[config.mk]
export PLATFORM = sky130hd
export DESIGN_NAME = vc0_port_arbitration_regs
export DESIGN_NICKNAME = d
export VERILOG_FILES = /design/src/hw/vc0_arb_pkg.sv /design/src/hw/arb_table_loader.sv /design/src/hw/vc0_port_arbitration_regs.sv
export SDC_FILE = /design/constraint.sdc
export NUM_CORES = 1
export LEC_CHECK = 0
export ABC_AREA = 1
export BUFFER_PORTS_ARGS = -buffer_cell sky130_fd_sc_hd__buf_2
export CORE_ASPECT_RATIO = 0.6
export CORE_MARGIN = 1.5
export CORE_UTILIZATION = 48
export DETAILED_ROUTE_END_ITERATION = 10
export GPL_TIMING_DRIVEN = 0
export PLACE_DENSITY = 0.83
export REMOVE_ABC_BUFFERS = 1
export SYNTH_ARGS = -nofsm -noshare
export SYNTH_HDL_FRONTEND = slang
export SYNTH_SLANG_ARGS = --single-unit
export TNS_END_PERCENT = 100
[constraint.sdc]
create_clock -name sys_clk -period 3.73 [get_ports sys_clk]
set_clock_uncertainty 0.15 [all_clocks]
set_input_delay 1.119 -clock sys_clk [delete_from_list [all_inputs] [get_ports sys_clk]]
set_output_delay 1.119 -clock sys_clk [all_outputs]
set_load 0.01 [all_outputs]
[src/hw/vc0_arb_pkg.sv]
// Purpose: Constants for the VC0 port arbitration register bank
// Assumes: APB with 32-bit data, one word per register
// Notes:   Printed offsets are register indices; byte address is index times four
package vc0_arb_pkg;

  // ****************************************
  // Register map
  // ****************************************
  localparam logic [31:0] IDX_PORT_CHANNEL_STATUS  = 32'h0000_020e;
  localparam logic [31:0] IDX_CHANNEL0_RES_CAP     = 32'h0000_0210;
  localparam logic [31:0] IDX_CHANNEL0_RES_CTL     = 32'h0000_0214;
  localparam logic [31:0] IDX_TABLE_STATUS         = 32'h0000_0218;
  localparam logic [31:0] ADDR_PORT_CHANNEL_STATUS = IDX_PORT_CHANNEL_STATUS << 2;
  localparam logic [31:0] ADDR_CHANNEL0_RES_CAP    = IDX_CHANNEL0_RES_CAP << 2;
  localparam logic [31:0] ADDR_CHANNEL0_RES_CTL    = IDX_CHANNEL0_RES_CTL << 2;
  localparam logic [31:0] ADDR_TABLE_STATUS        = IDX_TABLE_STATUS << 2;

  // ****************************************
  // Field positions
  // ****************************************
  localparam int TABLE_STATE_BIT   = 0;
  localparam int CAP_LSB           = 0;
  localparam int SNOOP_REJECT_BIT  = 15;
  localparam int MAX_SLOTS_LSB     = 16;
  localparam int TABLE_OFFSET_LSB  = 24;
  localparam int TC_MAP_LSB        = 0;
  localparam int LOAD_BIT          = 16;
  localparam int SELECT_LSB        = 17;
  localparam int CHANNEL_ID_LSB    = 24;
  localparam int CHANNEL_EN_BIT    = 31;
  localparam int COHERENCY_BIT     = 16;

  // ****************************************
  // Reset and fixed values
  // ****************************************
  localparam logic [15:0] PORT_STATUS_RESET  = 16'h0000;
  localparam logic [7:0]  PORT_ARB_CAP_RESET = 8'h01;
  localparam logic        SNOOP_REJECT_VAL   = 1'b0;
  localparam logic [6:0]  MAX_SLOTS_VAL      = 7'h00;
  localparam logic [7:0]  TABLE_OFFSET_RESET = 8'h04;
  localparam logic [7:0]  TC_MAP_RESET       = 8'hff;
  localparam logic [2:0]  SELECT_RESET       = 3'h0;
  localparam logic [2:0]  CHANNEL_ID_VAL     = 3'h0;
  localparam logic        CHANNEL_EN_VAL     = 1'b1;
  // Schemes that drive arbitration from the table (hardware fixed does not)
  localparam logic [7:0]  TABLE_SCHEMES      = 8'hfe;

  // ****************************************
  // Arbitration table and load timing
  // ****************************************
  localparam int          ARB_TABLE_W = 64;
  localparam logic [2:0]  LOAD_CYCLES = 3'h4;

endpackage : vc0_arb_pkg

[src/hw/arb_table_loader.sv]
// Purpose: Copies the arbitration table into the arbiter and tracks coherency
// Assumes: Load pulse and entry write strobe are on sys_clk
// Notes:   Copy lands on the edge that ends the load; table_active changes as load_busy falls
`timescale 1ns/10ps
module arb_table_loader
  import vc0_arb_pkg::*;
(
  input  wire logic                   sys_clk,
  input  wire logic                   sys_rst,
  input  wire logic                   ce,
  input  wire logic                   load_pulse,
  input  wire logic                   entry_write,
  input  wire logic [ARB_TABLE_W-1:0] table_in,
  output logic                        load_busy,
  output logic                        coherency_flag,
  output logic [ARB_TABLE_W-1:0]      table_active
);

  typedef struct packed {
    logic                   busy;
    logic [2:0]             cnt;
    logic                   flag;
    logic [ARB_TABLE_W-1:0] active;
  } loader_state_t;

  loader_state_t st_q;
  loader_state_t st_d;

  always_comb
  begin
    st_d = st_q;
    if (load_pulse && !st_q.busy)
    begin
      st_d.busy = 1'b1;
      st_d.cnt  = LOAD_CYCLES - 3'h1;
    end
    else if (st_q.busy)
    begin
      if (st_q.cnt == 3'h0)
      begin
        st_d.busy   = 1'b0;
        st_d.active = table_in;
        st_d.flag   = 1'b0;
      end
      else
      begin
        st_d.cnt = st_q.cnt - 3'h1;
      end
    end
    // Entry write wins over the clear at load end
    if (entry_write)
    begin
      st_d.flag = 1'b1;
    end
  end

  always_ff @(posedge sys_clk)
  begin
    if (sys_rst)
    begin
      st_q <= '0;
    end
    else if (ce)
    begin
      st_q <= st_d;
    end
  end

  assign load_busy      = st_q.busy;
  assign coherency_flag = st_q.flag;
  assign table_active   = st_q.active;
endmodule : arb_table_loader

[src/hw/vc0_port_arbitration_regs.sv]
// Purpose: APB register bank for VC0 port arbitration control
// Assumes: APB master on sys_clk, table entries held outside this block
// Notes:   Access phase takes two cycles; pready is high for one cycle
//
// What this block does
// - Table state bit reads zero, read-only
// - Eight-bit capability field, resets to 0x1
// - Snoop reject bit reads zero
// - Maximum time slots field reads zero
// - Table offset in 16-byte units, value 0x4
// - Eight-bit traffic class map, resets all mapped
// - Class 0 map bit is read-only one
// - Writing load bit one copies table to arbiter
// - Writing load bit zero does nothing
// - Load bit always reads zero
// - Load acts only when scheme uses table
// - Three-bit writable arbitration scheme select
// - Channel identifier hardwired zero
// - Channel enable hardwired one
// - Entry write sets flag until load done
//
// The APB slave port was left to the implementer.
`timescale 1ns/10ps
module vc0_port_arbitration_regs
  import vc0_arb_pkg::*;
(
  input  wire logic                   sys_clk,
  input  wire logic                   sys_rst,
  input  wire logic                   ce,
  input  wire logic                   psel,
  input  wire logic                   penable,
  input  wire logic                   pwrite,
  input  wire logic [31:0]            paddr,
  input  wire logic [31:0]            pwdata,
  output logic      [31:0]            prdata,
  output logic                        pready,
  output logic                        pslverr,
  input  wire logic                   table_entry_write,
  input  wire logic [ARB_TABLE_W-1:0] arb_table_in,
  output logic      [ARB_TABLE_W-1:0] arb_table_active,
  output logic      [7:0]             traffic_class_map,
  output logic      [2:0]             port_arb_select,
  output logic                        load_arb_table,
  output logic                        arb_table_coherency_flag,
  output logic                        load_busy
);

  // ****************************************
  // State
  // ****************************************
  typedef struct packed {
    logic [31:0] rdata;
    logic        ready;
    logic        slverr;
    logic [7:1]  tc_map;
    logic [2:0]  select;
    logic        load_pulse;
  } regs_state_t;

  regs_state_t st_q;
  regs_state_t st_d;

  logic        access_wait;
  logic        access_fire;
  logic        wr_fire;
  logic        ctl_write;
  logic        table_used;
  logic        addr_hit;
  logic [31:0] rd_value;
  logic [2:0]  wr_select;

  // ****************************************
  // Read values
  // ****************************************
  function automatic logic [31:0] cap_word();
    logic [31:0] w;
    w = '0;
    w[CAP_LSB +: 8]          = PORT_ARB_CAP_RESET;
    w[SNOOP_REJECT_BIT]      = SNOOP_REJECT_VAL;
    w[MAX_SLOTS_LSB +: 7]    = MAX_SLOTS_VAL;
    w[TABLE_OFFSET_LSB +: 8] = TABLE_OFFSET_RESET;
    return w;
  endfunction : cap_word

  always_comb
  begin
    rd_value = '0;
    addr_hit = 1'b1;
    case (paddr)
      ADDR_PORT_CHANNEL_STATUS:
      begin
        rd_value[15:0] = PORT_STATUS_RESET;
      end
      ADDR_CHANNEL0_RES_CAP:
      begin
        rd_value = cap_word();
      end
      ADDR_CHANNEL0_RES_CTL:
      begin
        rd_value[TC_MAP_LSB +: 8]   = {st_q.tc_map, 1'b1};
        rd_value[LOAD_BIT]          = 1'b0;
        rd_value[SELECT_LSB +: 3]   = st_q.select;
        rd_value[CHANNEL_ID_LSB +: 3] = CHANNEL_ID_VAL;
        rd_value[CHANNEL_EN_BIT]    = CHANNEL_EN_VAL;
      end
      ADDR_TABLE_STATUS:
      begin
        rd_value[COHERENCY_BIT] = arb_table_coherency_flag;
      end
      default:
      begin
        addr_hit = 1'b0;
      end
    endcase
  end

  // ****************************************
  // Bus handshake and register writes
  // ****************************************
  assign access_wait = psel && penable && !st_q.ready;
  assign access_fire = psel && penable && st_q.ready;
  assign wr_fire     = access_fire && pwrite && !st_q.slverr;
  assign ctl_write   = wr_fire && (paddr == ADDR_CHANNEL0_RES_CTL);
  assign wr_select   = pwdata[SELECT_LSB +: 3];
  // Scheme chosen by this same write decides whether the load acts
  assign table_used  = TABLE_SCHEMES[wr_select];

  always_comb
  begin
    st_d            = st_q;
    st_d.load_pulse = 1'b0;
    if (access_wait)
    begin
      st_d.ready  = 1'b1;
      st_d.slverr = !addr_hit;
      st_d.rdata  = pwrite ? 32'h0000_0000 : rd_value;
    end
    else if (access_fire)
    begin
      st_d.ready  = 1'b0;
      st_d.slverr = 1'b0;
    end
    if (ctl_write)
    begin
      st_d.tc_map = pwdata[TC_MAP_LSB + 1 +: 7];
      st_d.select = wr_select;
      // Zero in the load bit neither starts nor cancels a load
      st_d.load_pulse = pwdata[LOAD_BIT] && table_used;
    end
  end

  always_ff @(posedge sys_clk)
  begin
    if (sys_rst)
    begin
      st_q.rdata      <= '0;
      st_q.ready      <= 1'b0;
      st_q.slverr     <= 1'b0;
      st_q.tc_map     <= TC_MAP_RESET[7:1];
      st_q.select     <= SELECT_RESET;
      st_q.load_pulse <= 1'b0;
    end
    else if (ce)
    begin
      st_q <= st_d;
    end
  end

  // ****************************************
  // Table loader
  // ****************************************
  arb_table_loader u_loader (
    .sys_clk        (sys_clk),
    .sys_rst        (sys_rst),
    .ce             (ce),
    .load_pulse     (st_q.load_pulse),
    .entry_write    (table_entry_write),
    .table_in       (arb_table_in),
    .load_busy      (load_busy),
    .coherency_flag (arb_table_coherency_flag),
    .table_active   (arb_table_active)
  );

  assign prdata            = st_q.rdata;
  assign pready            = st_q.ready;
  assign pslverr           = st_q.slverr;
  assign traffic_class_map = {st_q.tc_map, 1'b1};
  assign port_arb_select   = st_q.select;
  assign load_arb_table    = st_q.load_pulse;
endmodule : vc0_port_arbitration_regs

Word level (Yosys, flattened, before mapping)
Memories as Yosys holds them, arrays and structs flattened.
Cells that the tools add are included.
W data, S select, Z words.
{ "totals": {"reg_bits": 114, "latchBits": 0, "ramBits": 0, "rom_bits": 8, "inputBits": 135, "out_inout_bits": 112, "elab_cells": 62, "memories": 1} }
{ "mem_list": {"columns": ["name", "depth", "width", "read_ports", "rd_ports_with_merged_regs", "write_ports", "line_no", "rtl"], "rows": [
  ["(name not given)", 8, 1, 1, 0, 0, "vc0_port_arbitration_regs.sv:126", "assign table_used = TABLE_SCHEMES[wr_select];"]
]} }
{ "op_classes": {"addsub": 1, "multipliers": 0, "div_mod_pow": 0, "n_lt_le_gt_ge": 1, "n_eq_ne": 6, "shift": 0, "mux": 18, "n_bitwise": 1, "n_reduce_logical": 24} }
{ "ops": {"columns": ["operator", "count"], "rows": [
  ["$mux W65", 2],
  ["$eq A32 B12 Y1 const B", 4],
  ["$mux W69", 1],
  ["$mux W32", 1],
  ["$pmux W8 S2", 1],
  ["$mux W3", 3],
  ["$logic_and A1 B1 Y1", 8],
  ["$reduce_and A4 Y1", 2],
  ["$reduce_bool A2 Y1", 4],
  ["$mux W1", 7],
  ["$reduce_and A2 Y1", 3],
  ["$logic_not A1 Y1", 4],
  ["$lt A3 B4 Y1 const B", 1],
  ["$mux W2", 2],
  ["$mux W4", 1],
  ["$reduce_or A4 Y1", 1],
  ["$logic_not A3 Y1", 1],
  ["$reduce_and A3 Y1", 1],
  ["$sub A3 B1 Y3 const B", 1],
  ["$ne A2 B1 Y1 const B", 1],
  ["$ne A2 B2 Y1 const B", 1],
  ["$not A1 Y1", 1]
]} }

Depth between registers and ports, before layout
Gate-level depths: netlist of the first run.
{ "depth": {"word_depth": 6, "mapped_depth": 11} }

Modules after synthesis
A second synthesis of the first run with hierarchy kept.
{ "hier_totals": {"hier_cells": 587, "hier_area_um2": 4366.7} }
{ "modules_own_cells": {"columns": ["mod", "n_inst", "cells_each", "area_per_inst_um2", "seq_area_each_um2"], "rows": [
  ["arb_table_loader", 1, 383, 2967.8, 1381.3],
  ["vc0_port_arbitration_regs", 1, 204, 1398.8, 540.5]
]} }

Worst setup path before layout of the first run
OpenSTA, ideal clock, no wires.
{ "synth_timing": {"kind": "input-to-reg", "startpoint": "in paddr[1]", "endpoint": "reg st_q (netlist bit port_arb_select[0])", "arrival_time_ns": 1.960, "setup_slack_ns": 1.506, "path_stages": 9, "path_cell_list": "nor2_1 -> nand2_1 -> nor2_2 -> nand2_2 -> nor2_4 -> nand2_2 -> buf_6 -> o21ai_1 -> nor2_1"} }
{ "synth_between": {"elab_chain_cells": 3} }
{ "synth_lines": {"columns": ["item", "line_no", "rtl"], "rows": [
  ["start: declaration", "vc0_port_arbitration_regs.sv:33", "input wire logic [31:0] paddr,"],
  ["$eq A32 B12 Y1", "vc0_port_arbitration_regs.sv:123", "assign ctl_write = wr_fire && (paddr == ADDR_CHANNEL0_RES_CTL);"],
  ["$logic_and A1 B1 Y1", "vc0_port_arbitration_regs.sv:123", null],
  ["$reduce_and A2 Y1 (no source line)", null, null],
  ["end signal: assignment", "vc0_port_arbitration_regs.sv:165", "st_q <= st_d;"],
  ["end: declaration", "vc0_port_arbitration_regs.sv:60", "regs_state_t st_q;"]
]} }
No other way between the ends.
A chain may end at the register's enable or synchronous reset.

==> impl_metrics.toml, run 1 <==
[status]
outcome = "completed"

[timing]
grt_setup_unrepaired = "no"
report.final.slew_viol_count = 0
max_slew_margin_pct = 17.51
finalSetupViolations = 0
finalHoldViolCount = 0
fin_crit_ps = 3141
worstMarginPinSlew_ps = 1237
whs_ps = 308.4
fin_ws_ps = 589.0
timing.fmax_mhz = 318.4
finalCritPeriodShare_pct = 84.21

[synthesis]
ys.flop_type = "dfxtp_1"
synth_area_leaders = "dfxtp_1 44%, buf_4 15%, nand2_1 10%, nand3_1 10%, a21oi_1 9.4%"
synth.top_cell.area_share_pct = 43.65
ys_seq_elements = 96
async_flop_share_pct = 0
ys_seq_area_share_pct = 43.65
synth_warnings = 0
synthDistinctLibCells = 26
synthCells = 581
synth.avg_cell_area_um2 = 7.578
netlist_area_um2 = 4403
synth_edf_count = 0
synth_top_area_cell = "dfxtp_1"
synth.most_common_cell = "nand2_1"
yosys-top-cells-count = "118 x nand2_1, 96 x dfxtp_1, 90 x buf_4"

[layout]
antenna_cells = 0
drive_above_1_share_pct = 33.43
fin_nets = 835
fill_cells = 794
syn2layout_area_growth_pct = 17.39

[setup_path]
worst-r2r-cell-count = 9
r2r_slack_ps = 1580
slowest_stage = "buf_2"
r2r-start = "u_loader.st_q[65]"
cp_cell_sequence = "buf_2, nand3_2, nor4_2, nand2_2, inv_2, nand2_1, a21oi_1"
cp-end-kind = "register"
crit_required_ps = 3840
critPathMaxFanout = 68
arrival_ps = 3250
crit_path_max_incr_delay_ps = 890
critPathKind = "input port to register"
start_kind = "input port"
r2r_end = "u_loader.table_active[0]"

[min_path]
min_path_cells = 2
min_path_type = "register to register"
worstHoldStart = "u_loader.table_active[28]"
whs_endpoint = "u_loader.table_active[28]"

[route]
drt-pass1-iter-count = 4
detail_route.wl_per_cell_um = 12.80
drt_iter0_markers = 208
via_per_inst = 4.947
drc = 0
antenna_left = 0
drt-total-wl_um = 10430
vias = 4032

[floorplanning]
die_width_um = 126.6
design.core.area_um2 = 8718
ios = 247
row_count = 26
die_h_um = 77.19
die_area_um2 = 9775
initial_core_util_pct = 50.50

[cts]
htreeDepth = 3
cts_max_path_buffers = 2
cts_sinks = 96
cts_tree = "built"
holdBufCountCts = 0
clockRootBuffer = "clkbuf_16"
clk-insertion-delay-late_ps = 330
cts_setup_buffers = 0
cts_resized = 0
path_clk_slew_ps = 70
cts_buffers = 9

[place]
dp_slack_ps = 276.0
dp_hpwl_um = 7501
gp_congestion = 0.8397
port_buffers = 206

[power_and_ir_drop]
p_leak_nw = 2.358
peakVddDrop_mv = 0.2152
pwr_density_cell_nw_per_um2 = 397.6
p_total_w = 0.002055

[job]
maxCapViolations = 0

[global_route]
track_usage_pct = 21.94
grt_pass1_vias = 3965
grt_pass1_wl_um = 17530
antenna_found_initial = 0
gr-total-overflow = 0
grt_max_degree = 85
-- layout make-up --
type                       instances  area, µm²  area share [%]
sequential                        96       1922           37.18
multi-input combinational        365       1668           32.27
timing repair buffer             208       1074           20.77
clock buffer                      11      232.7           4.503
tap                              112      140.1           2.711
inverter                          18      67.56           1.307
clock inverter                     5      65.06           1.259
-- metal layers --
metal | GRT usage [%] | share of wire (%)
met5 | 0 | 0
met2 | 37.43 | 47
met4 | 8.506 | 1.4
met3 | 7.258 | 8.0
met1 | 25.61 | 43
-- critical path: cells and delay by family --
kind,cells,cell delay (ps)
compound gates,1,120
simple gates,4,830
buf+inv,2,1130
-- state kept, by name, indices dropped and copies added (netlist names), 3 cells and up --
signal and cells:
u_loader.table_active 64, port_arb_select 3, traffic_class_map 7, prdata 14
u_loader.st_q 3
-- through the flow --
step,cell area [µm²],instances,utilization [%],setup TNS (ps)
after floorplan,3655,479,-,0
after global placement,4826,797,55.35,-51670
after detailed placement,4868,799,55.84,0
after CTS,5166,815,59.26,0
after global routing,5169,815,59.29,0
final,5169,815,59.29,0
-- worst max path at each step --
stage / start / endpoint / slack [ps] / cells past startpoint
6_report: ce / load_arb_table / 590 / 7
5_1_grt: ce / load_arb_table / 340 / 7
4_1_cts: ce / load_arb_table / 620 / 7
3_5_place_dp: ce / load_arb_table / 280 / 7
3_3_place_gp: u_loader.st_q[65] / u_loader.table_active[35] / -810 / 7
2_1_floorplan: u_loader.st_q[65] / u_loader.coherency_flag / 460 / 7
-- cell usage in the layout (no fill, tap or decap), types with 3 or more instances in the layout --
master | Yosys | routed
nand2_1 | 118 | 117
dfxtp_1 | 96 | 96
nand2_2 | 3 | 4
inv_2 | 2 | 3
nor2_2 | 3 | 3
inv_1 | 16 | 15
nand3_1 | 88 | 88
buf_2 | 10 | 205
clkbuf_16 | 0 | 9
nor2_1 | 35 | 35
conb_1 | 2 | 19
a21oi_1 | 83 | 83
o21ai_1 | 3 | 3
-- power by group --
group	switching (W)	leakage, nW	internal [W]	total (W)
combinational	0.0000680	1.44	0.0000499	0.000118
sequential	0.00000160	0.774	0.00103	0.00103
clock	0.000382	0.145	0.000527	0.000909
total	0.000452	2.36	0.00160	0.00206
-- cells by family (layout without fill, tap and decap cells) --
kind of cell             count (synthesis)  in the layout  synth area share [%]
AO/OA/AOI/OAI                           91             91                 10.49
adder cells (fa/ha/maj)                  2              2                0.5683
flip-flops                              96             96                 43.65
other                                    2             19                0.1706
buffers and inverters                  137            242                 19.98
AND/OR/NAND/NOR                        252            252                 24.95
XOR/XNOR                                 1              1                0.1990
(Power assumes the default switching activity.)
==> inputs of run 2 (changes only) <==
--- a/config.mk
+++ b/config.mk
@@ -9,10 +9,10 @@
 export BUFFER_PORTS_ARGS = -buffer_cell sky130_fd_sc_hd__buf_2
 export CORE_ASPECT_RATIO = 0.6
 export CORE_MARGIN = 1.5
-export CORE_UTILIZATION = 48
+export CORE_UTILIZATION = 40
 export DETAILED_ROUTE_END_ITERATION = 10
 export GPL_TIMING_DRIVEN = 0
-export PLACE_DENSITY = 0.83
+export PLACE_DENSITY = 0.73
 export REMOVE_ABC_BUFFERS = 1
 export SYNTH_ARGS = -nofsm -noshare
 export SYNTH_HDL_FRONTEND = slang
==> constraint.sdc (replaced) <==
create_clock -name sys_clk -period 2.6 [get_ports sys_clk]
set_clock_uncertainty 0.15 [all_clocks]
set_input_delay 0.78 -clock sys_clk [delete_from_list [all_inputs] [get_ports sys_clk]]
set_output_delay 0.78 -clock sys_clk [all_outputs]
set_load 0.01 [all_outputs]
==> impl_metrics.toml, run 2 (synthesis gave the netlist of run 1 again) <==
[layout]
largest_reg_flops = 64
final_cells = 842
fin_nets = 835
drive_above_1_share_pct = 33.71
final_common_cell = "buf_2"
antenna_cells = 0
syn2layout_area_growth_pct = 18.02
final_cell_mix = "204 x buf_2, 117 x nand2_1, 96 x dfxtp_1"
post-route-util_pct = 48.88

[setup_path]
slowest_stage = "buf_4"
cp-end-kind = "register"
critPathMaxFanout = 68
crit_path_max_incr_delay_ps = 560
arrival_ps = 2550
critPathKind = "input port to register"
start_kind = "input port"
crit_family = "simple AND/OR/NAND/NOR gates"
cp_cell_sequence = "buf_4, nand3_2, nor4_2, nand2_2, inv_2, nand2_1, a21oi_1"
crit_required_ps = 2710
cp.buffers_inverters = 2

[floorplanning]
ios = 247
initial_core_util_pct = 41.41
die_width_um = 138.4
row_count = 29
die_h_um = 84.27
design.core.area_um2 = 10630
die_area_um2 = 11670

[place]
gp_congestion = 0.7256
dp_hpwl_um = 7425
placed_cells = 826
port_buffers = 206

[global_route]
grt_max_degree = 85
grt_pass1_wl_um = 17690
antenna_found_initial = 0
grt_pass1_vias = 3810
gr-total-overflow = 0
track_usage_pct = 18.15

[timing]
grt_setup_unrepaired = "no"
timing.fmax_mhz = 410.4
finalCritPeriodShare_pct = 93.71
max_slew_margin_pct = 41.07
whs_ps = 307.3
finalSetupViolations = 0
worstMarginPinSlew_ps = 884.0
report.final.slew_viol_count = 0
finalHoldViolCount = 0
setup-tns-final_ps = 0
fin_crit_ps = 2436

[power_and_ir_drop]
peakVddDrop_mv = 0.2898
p_leak_nw = 2.356
pwr_density_cell_nw_per_um2 = 558.9

[cts]
path_clk_slew_ps = 70
cts_max_path_buffers = 2
htreeDepth = 3
cts_buffers = 9
clockRootBuffer = "clkbuf_16"
cts_tree = "built"
clk-insertion-delay-late_ps = 330
holdBufCountCts = 0
cts_sinks = 96

[min_path]
min_path_type = "register to register"

[route]
antenna_left = 0
drt_iter0_markers = 113
drt-pass1-iter-count = 5
vias = 3987
drt-total-wl_um = 10530
drc = 0
via_per_inst = 4.735
detail_route.wl_per_cell_um = 12.50

[job]
maxCapViolations = 0

[status]
outcome = "completed"
run 2: cell count changes in the layout (fill, tap and decap cells not counted):
cell	before	now
buf_4	1	2
clkinv_4	2	0
inv_6	2	3
clkinv_2	0	1
bufinv_16	1	0
clkinvlp_4	0	1
clkbuf_8	0	1
clkbuf_1	2	0
inv_8	0	1
buf_2	205	204
run 2: where the power goes:
part	switching (W)	internal (W)	leakage [nW]
combinational	0.0000984	0.0000718	1.44
clock	0.000570	0.000690	0.142
sequential	0.00000232	0.00147	0.774
run 2: area by class of cell:
type | count | area, µm²
fillers | 1067 | 5435
clock buffers | 10 | 239.0
inverters | 18 | 67.56
flip-flops and latches | 96 | 1922
repair buffers | 208 | 1076
multi-input cells | 365 | 1668
clock inverters | 6 | 50.05
well taps | 139 | 173.9
run 2: worst paths after layout:
| path | depth (start not counted) | slack [ps] | from | endpoint |
|---|---|---|---|---|
| setup / recovery | 7 | 160 | ce | load_arb_table |
| hold / removal | 2 | 310 | u_loader.table_active[29] | u_loader.table_active[29] |
| setup reg to reg | 8 | 260 | u_loader.st_q[65] | u_loader.table_active[41] |
| hold reg to reg | 2 | 310 | u_loader.table_active[29] | u_loader.table_active[29] |
run 2: repair_timing:
action,CTS,global route
gates resized for setup,1,0
setup buffers,0,0
endpoints found under the setup margin,60,0
run 2: per-layer routing:
layer,part of all wire (%),GRT usage [%],up-vias
li1,-,-,2026
met1,47,23.89,1788
met2,43,28.36,162
met3,9.0,6.104,11
met4,0.90,5.455,0
met5,0,0,-
run 2: worst register-to-register path: stages, from the launching register on:
cell and delay, ps:
dfxtp_1 320, inv_1 80, ha_1 140, nand3_1 110, inv_2 430, nand2_2 460, buf_12 330, nand2_1 110
a21oi_1 50
run 2: per-stage QoR:
| stage | area [µm²] | setup slack, ps | total power, W |
|---|---|---|---|
| final | 5196 | 163.6 | 0.002904 |
| after global routing | 5196 | 4.058 | 0.003029 |
| after CTS | 5196 | 188.6 | 0.002945 |
| after detailed placement | 4905 | -582.5 | 0.001678 |
| after global placement | 4860 | -2348 | 0.001676 |
| after floorplan | 3655 | -674.1 | 0.001546 |
==> inputs of run 3 (changes only) <==
--- a/config.mk
+++ b/config.mk
@@ -7,11 +7,11 @@
 export LEC_CHECK = 0
 export ABC_AREA = 1
 export BUFFER_PORTS_ARGS = -buffer_cell sky130_fd_sc_hd__buf_2
-export CORE_ASPECT_RATIO = 0.6
 export CORE_MARGIN = 1.5
 export CORE_UTILIZATION = 40
 export DETAILED_ROUTE_END_ITERATION = 10
 export GPL_TIMING_DRIVEN = 0
+export HOLD_SLACK_MARGIN = 0.15
 export PLACE_DENSITY = 0.73
 export REMOVE_ABC_BUFFERS = 1
 export SYNTH_ARGS = -nofsm -noshare
==> impl_metrics.toml, run 3 (synthesis gave the netlist of run 1 again) <==
[layout]
final_cells = 843
post-route-util_pct = 47.52
final_cell_mix = "204 x buf_2, 117 x nand2_1, 96 x dfxtp_1"
largest_reg_flops = 64
multi_input_area_um2 = 1668
syn2layout_area_growth_pct = 16.48
fin_nets = 835
fill_cells = 1102
final_common_cell = "buf_2"
drive_above_1_share_pct = 33.57
antenna_cells = 0
final-seq-area_um2 = 1922

[setup_path]
crit_start = "ce"
crit_required_ps = 2730
start_kind = "input port"
worst-r2r-cell-count = 8
r2r-start = "u_loader.st_q[65]"
r2r_end = "u_loader.table_active[32]"
crit_family = "simple AND/OR/NAND/NOR gates"
critPathKind = "input port to register"
cp-end-kind = "register"
path_depth = 7
crit_path_end = "load_arb_table"
critPathMaxFanout = 68
cp_cell_sequence = "buf_4, nand3_2, nor4_2, nand2_2, inv_2, nand2_1, a21oi_1"
cp.buffers_inverters = 2
crit_path_max_incr_delay_ps = 560
slowest_stage = "buf_4"
r2r_slack_ps = 390
arrival_ps = 2540

[floorplanning]
design.core.area_um2 = 10790
initial_core_util_pct = 40.80
row_count = 38
die_h_um = 107.9
die_area_um2 = 11650
die_width_um = 107.9
ios = 247

[cts]
cts_buffers = 9
htreeDepth = 3
path_clk_slew_ps = 100
holdBufCountCts = 0
cts_max_path_buffers = 2
cts_sinks = 96
cts_setup_buffers = 0
clk-insertion-delay-late_ps = 350
cts_resized = 1
cts_tree = "built"
clockRootBuffer = "clkbuf_8"

[place]
placed_cells = 827
dp_hpwl_um = 7160
gp_congestion = 0.8259
port_buffers = 206

[global_route]
antenna_found_initial = 0
track_usage_pct = 16.76
grt_pass1_wl_um = 15660
grt_pass1_vias = 3374
gr-total-overflow = 0
grt_max_degree = 85

[timing]
max_slew_margin_pct = 42.18
finalHoldViolCount = 0
fin_crit_ps = 2416
finalCritPeriodShare_pct = 92.93
worstMarginPinSlew_ps = 867.3
timing.fmax_mhz = 413.9
grt_setup_unrepaired = "no"
report.final.slew_viol_count = 0
finalSetupViolations = 0

[power_and_ir_drop]
p_total_w = 0.002716
pwr_density_cell_nw_per_um2 = 529.5
peakVddDrop_mv = 0.3420
p_leak_nw = 2.318

[route]
drc = 0
via_per_inst = 4.655
vias = 3924
antenna_left = 0
drt-pass1-iter-count = 6
detail_route.wl_per_cell_um = 12.28
drt_iter0_markers = 217
drt-total-wl_um = 10360

[status]
outcome = "completed"

[job]
maxCapViolations = 0

[min_path]
min_path_type = "register to register"
[run 3: cell count changes in the layout (fill, tap and decap cells not counted)]
cell        before  now
inv_8            1    0
inv_6            3    1
clkinv_4         0    1
clkbuf_1         0    1
clkinv_2         1    0
bufinv_16        0    2
clkbuf_8         1    9
clkbuf_16        9    0
clkinvlp_4       1    2
[run 3: worst register-to-register path, delay by kind of cell (launching register included)]
kind	cells	cell delay, ps
flip-flops	1	330
buffers and inverters	3	720
adder cells (fa/ha/maj)	1	140
AND/OR/NAND/NOR	3	670
AO/OA/AOI/OAI	1	50
[run 3: report_power, final]
| part | leakage [nW] | switching [W] | internal (W) |
|---|---|---|---|
| Combinational | 1.44 | 0.0000970 | 0.0000717 |
| Sequential | 0.774 | 0.00000253 | 0.00147 |
| Clock | 0.103 | 0.000525 | 0.000548 |
[run 3: layout make-up]
| cell class | count | area share (%) |
|---|---|---|
| multi-input combinational | 365 | 32.52 |
| tap | 140 | 3.415 |
| clock buffer | 10 | 2.488 |
| inverter | 18 | 1.317 |
| clock inverter | 6 | 1.805 |
| sequential | 96 | 37.47 |
| timing repair buffer | 208 | 20.98 |
[run 3: how the worst min path moves through the flow]
stage               depth (start not counted)                      start                         to
floorplan                                   1          u_loader.st_q[65]          u_loader.st_q[65]
global placement                            2  u_loader.table_active[39]  u_loader.table_active[39]
detailed placement                          2  u_loader.table_active[18]  u_loader.table_active[18]
CTS                                         2  u_loader.table_active[11]  u_loader.table_active[11]
global route                                2   u_loader.table_active[9]   u_loader.table_active[9]
finish                                      2  u_loader.table_active[18]  u_loader.table_active[18]
[run 3: per-stage QoR]
stage	hold WS, ps	worst slack (ps)	TNS [ps]	area [µm²]
3_5_place_dp	298.9	-707.7	-51000	4906
5_1_grt	324.4	68.60	0	5129
6_report	310.6	183.8	0	5129
4_1_cts	312.6	205.9	0	5129
3_3_place_gp	295.7	-2398	-168340	4861
2_1_floorplan	290.3	-674.1	-43810	3655
[run 3: routing by layer]
layer / share of wire, % / up-vias / GRT usage [%]
met4: 1.1 / 0 / 5.451
met5: 0 / - / 0
met3: 6.3 / 9 / 3.450
li1: - / 2020 / -
met2: 50 / 135 / 29.21
met1: 42 / 1760 / 20.67
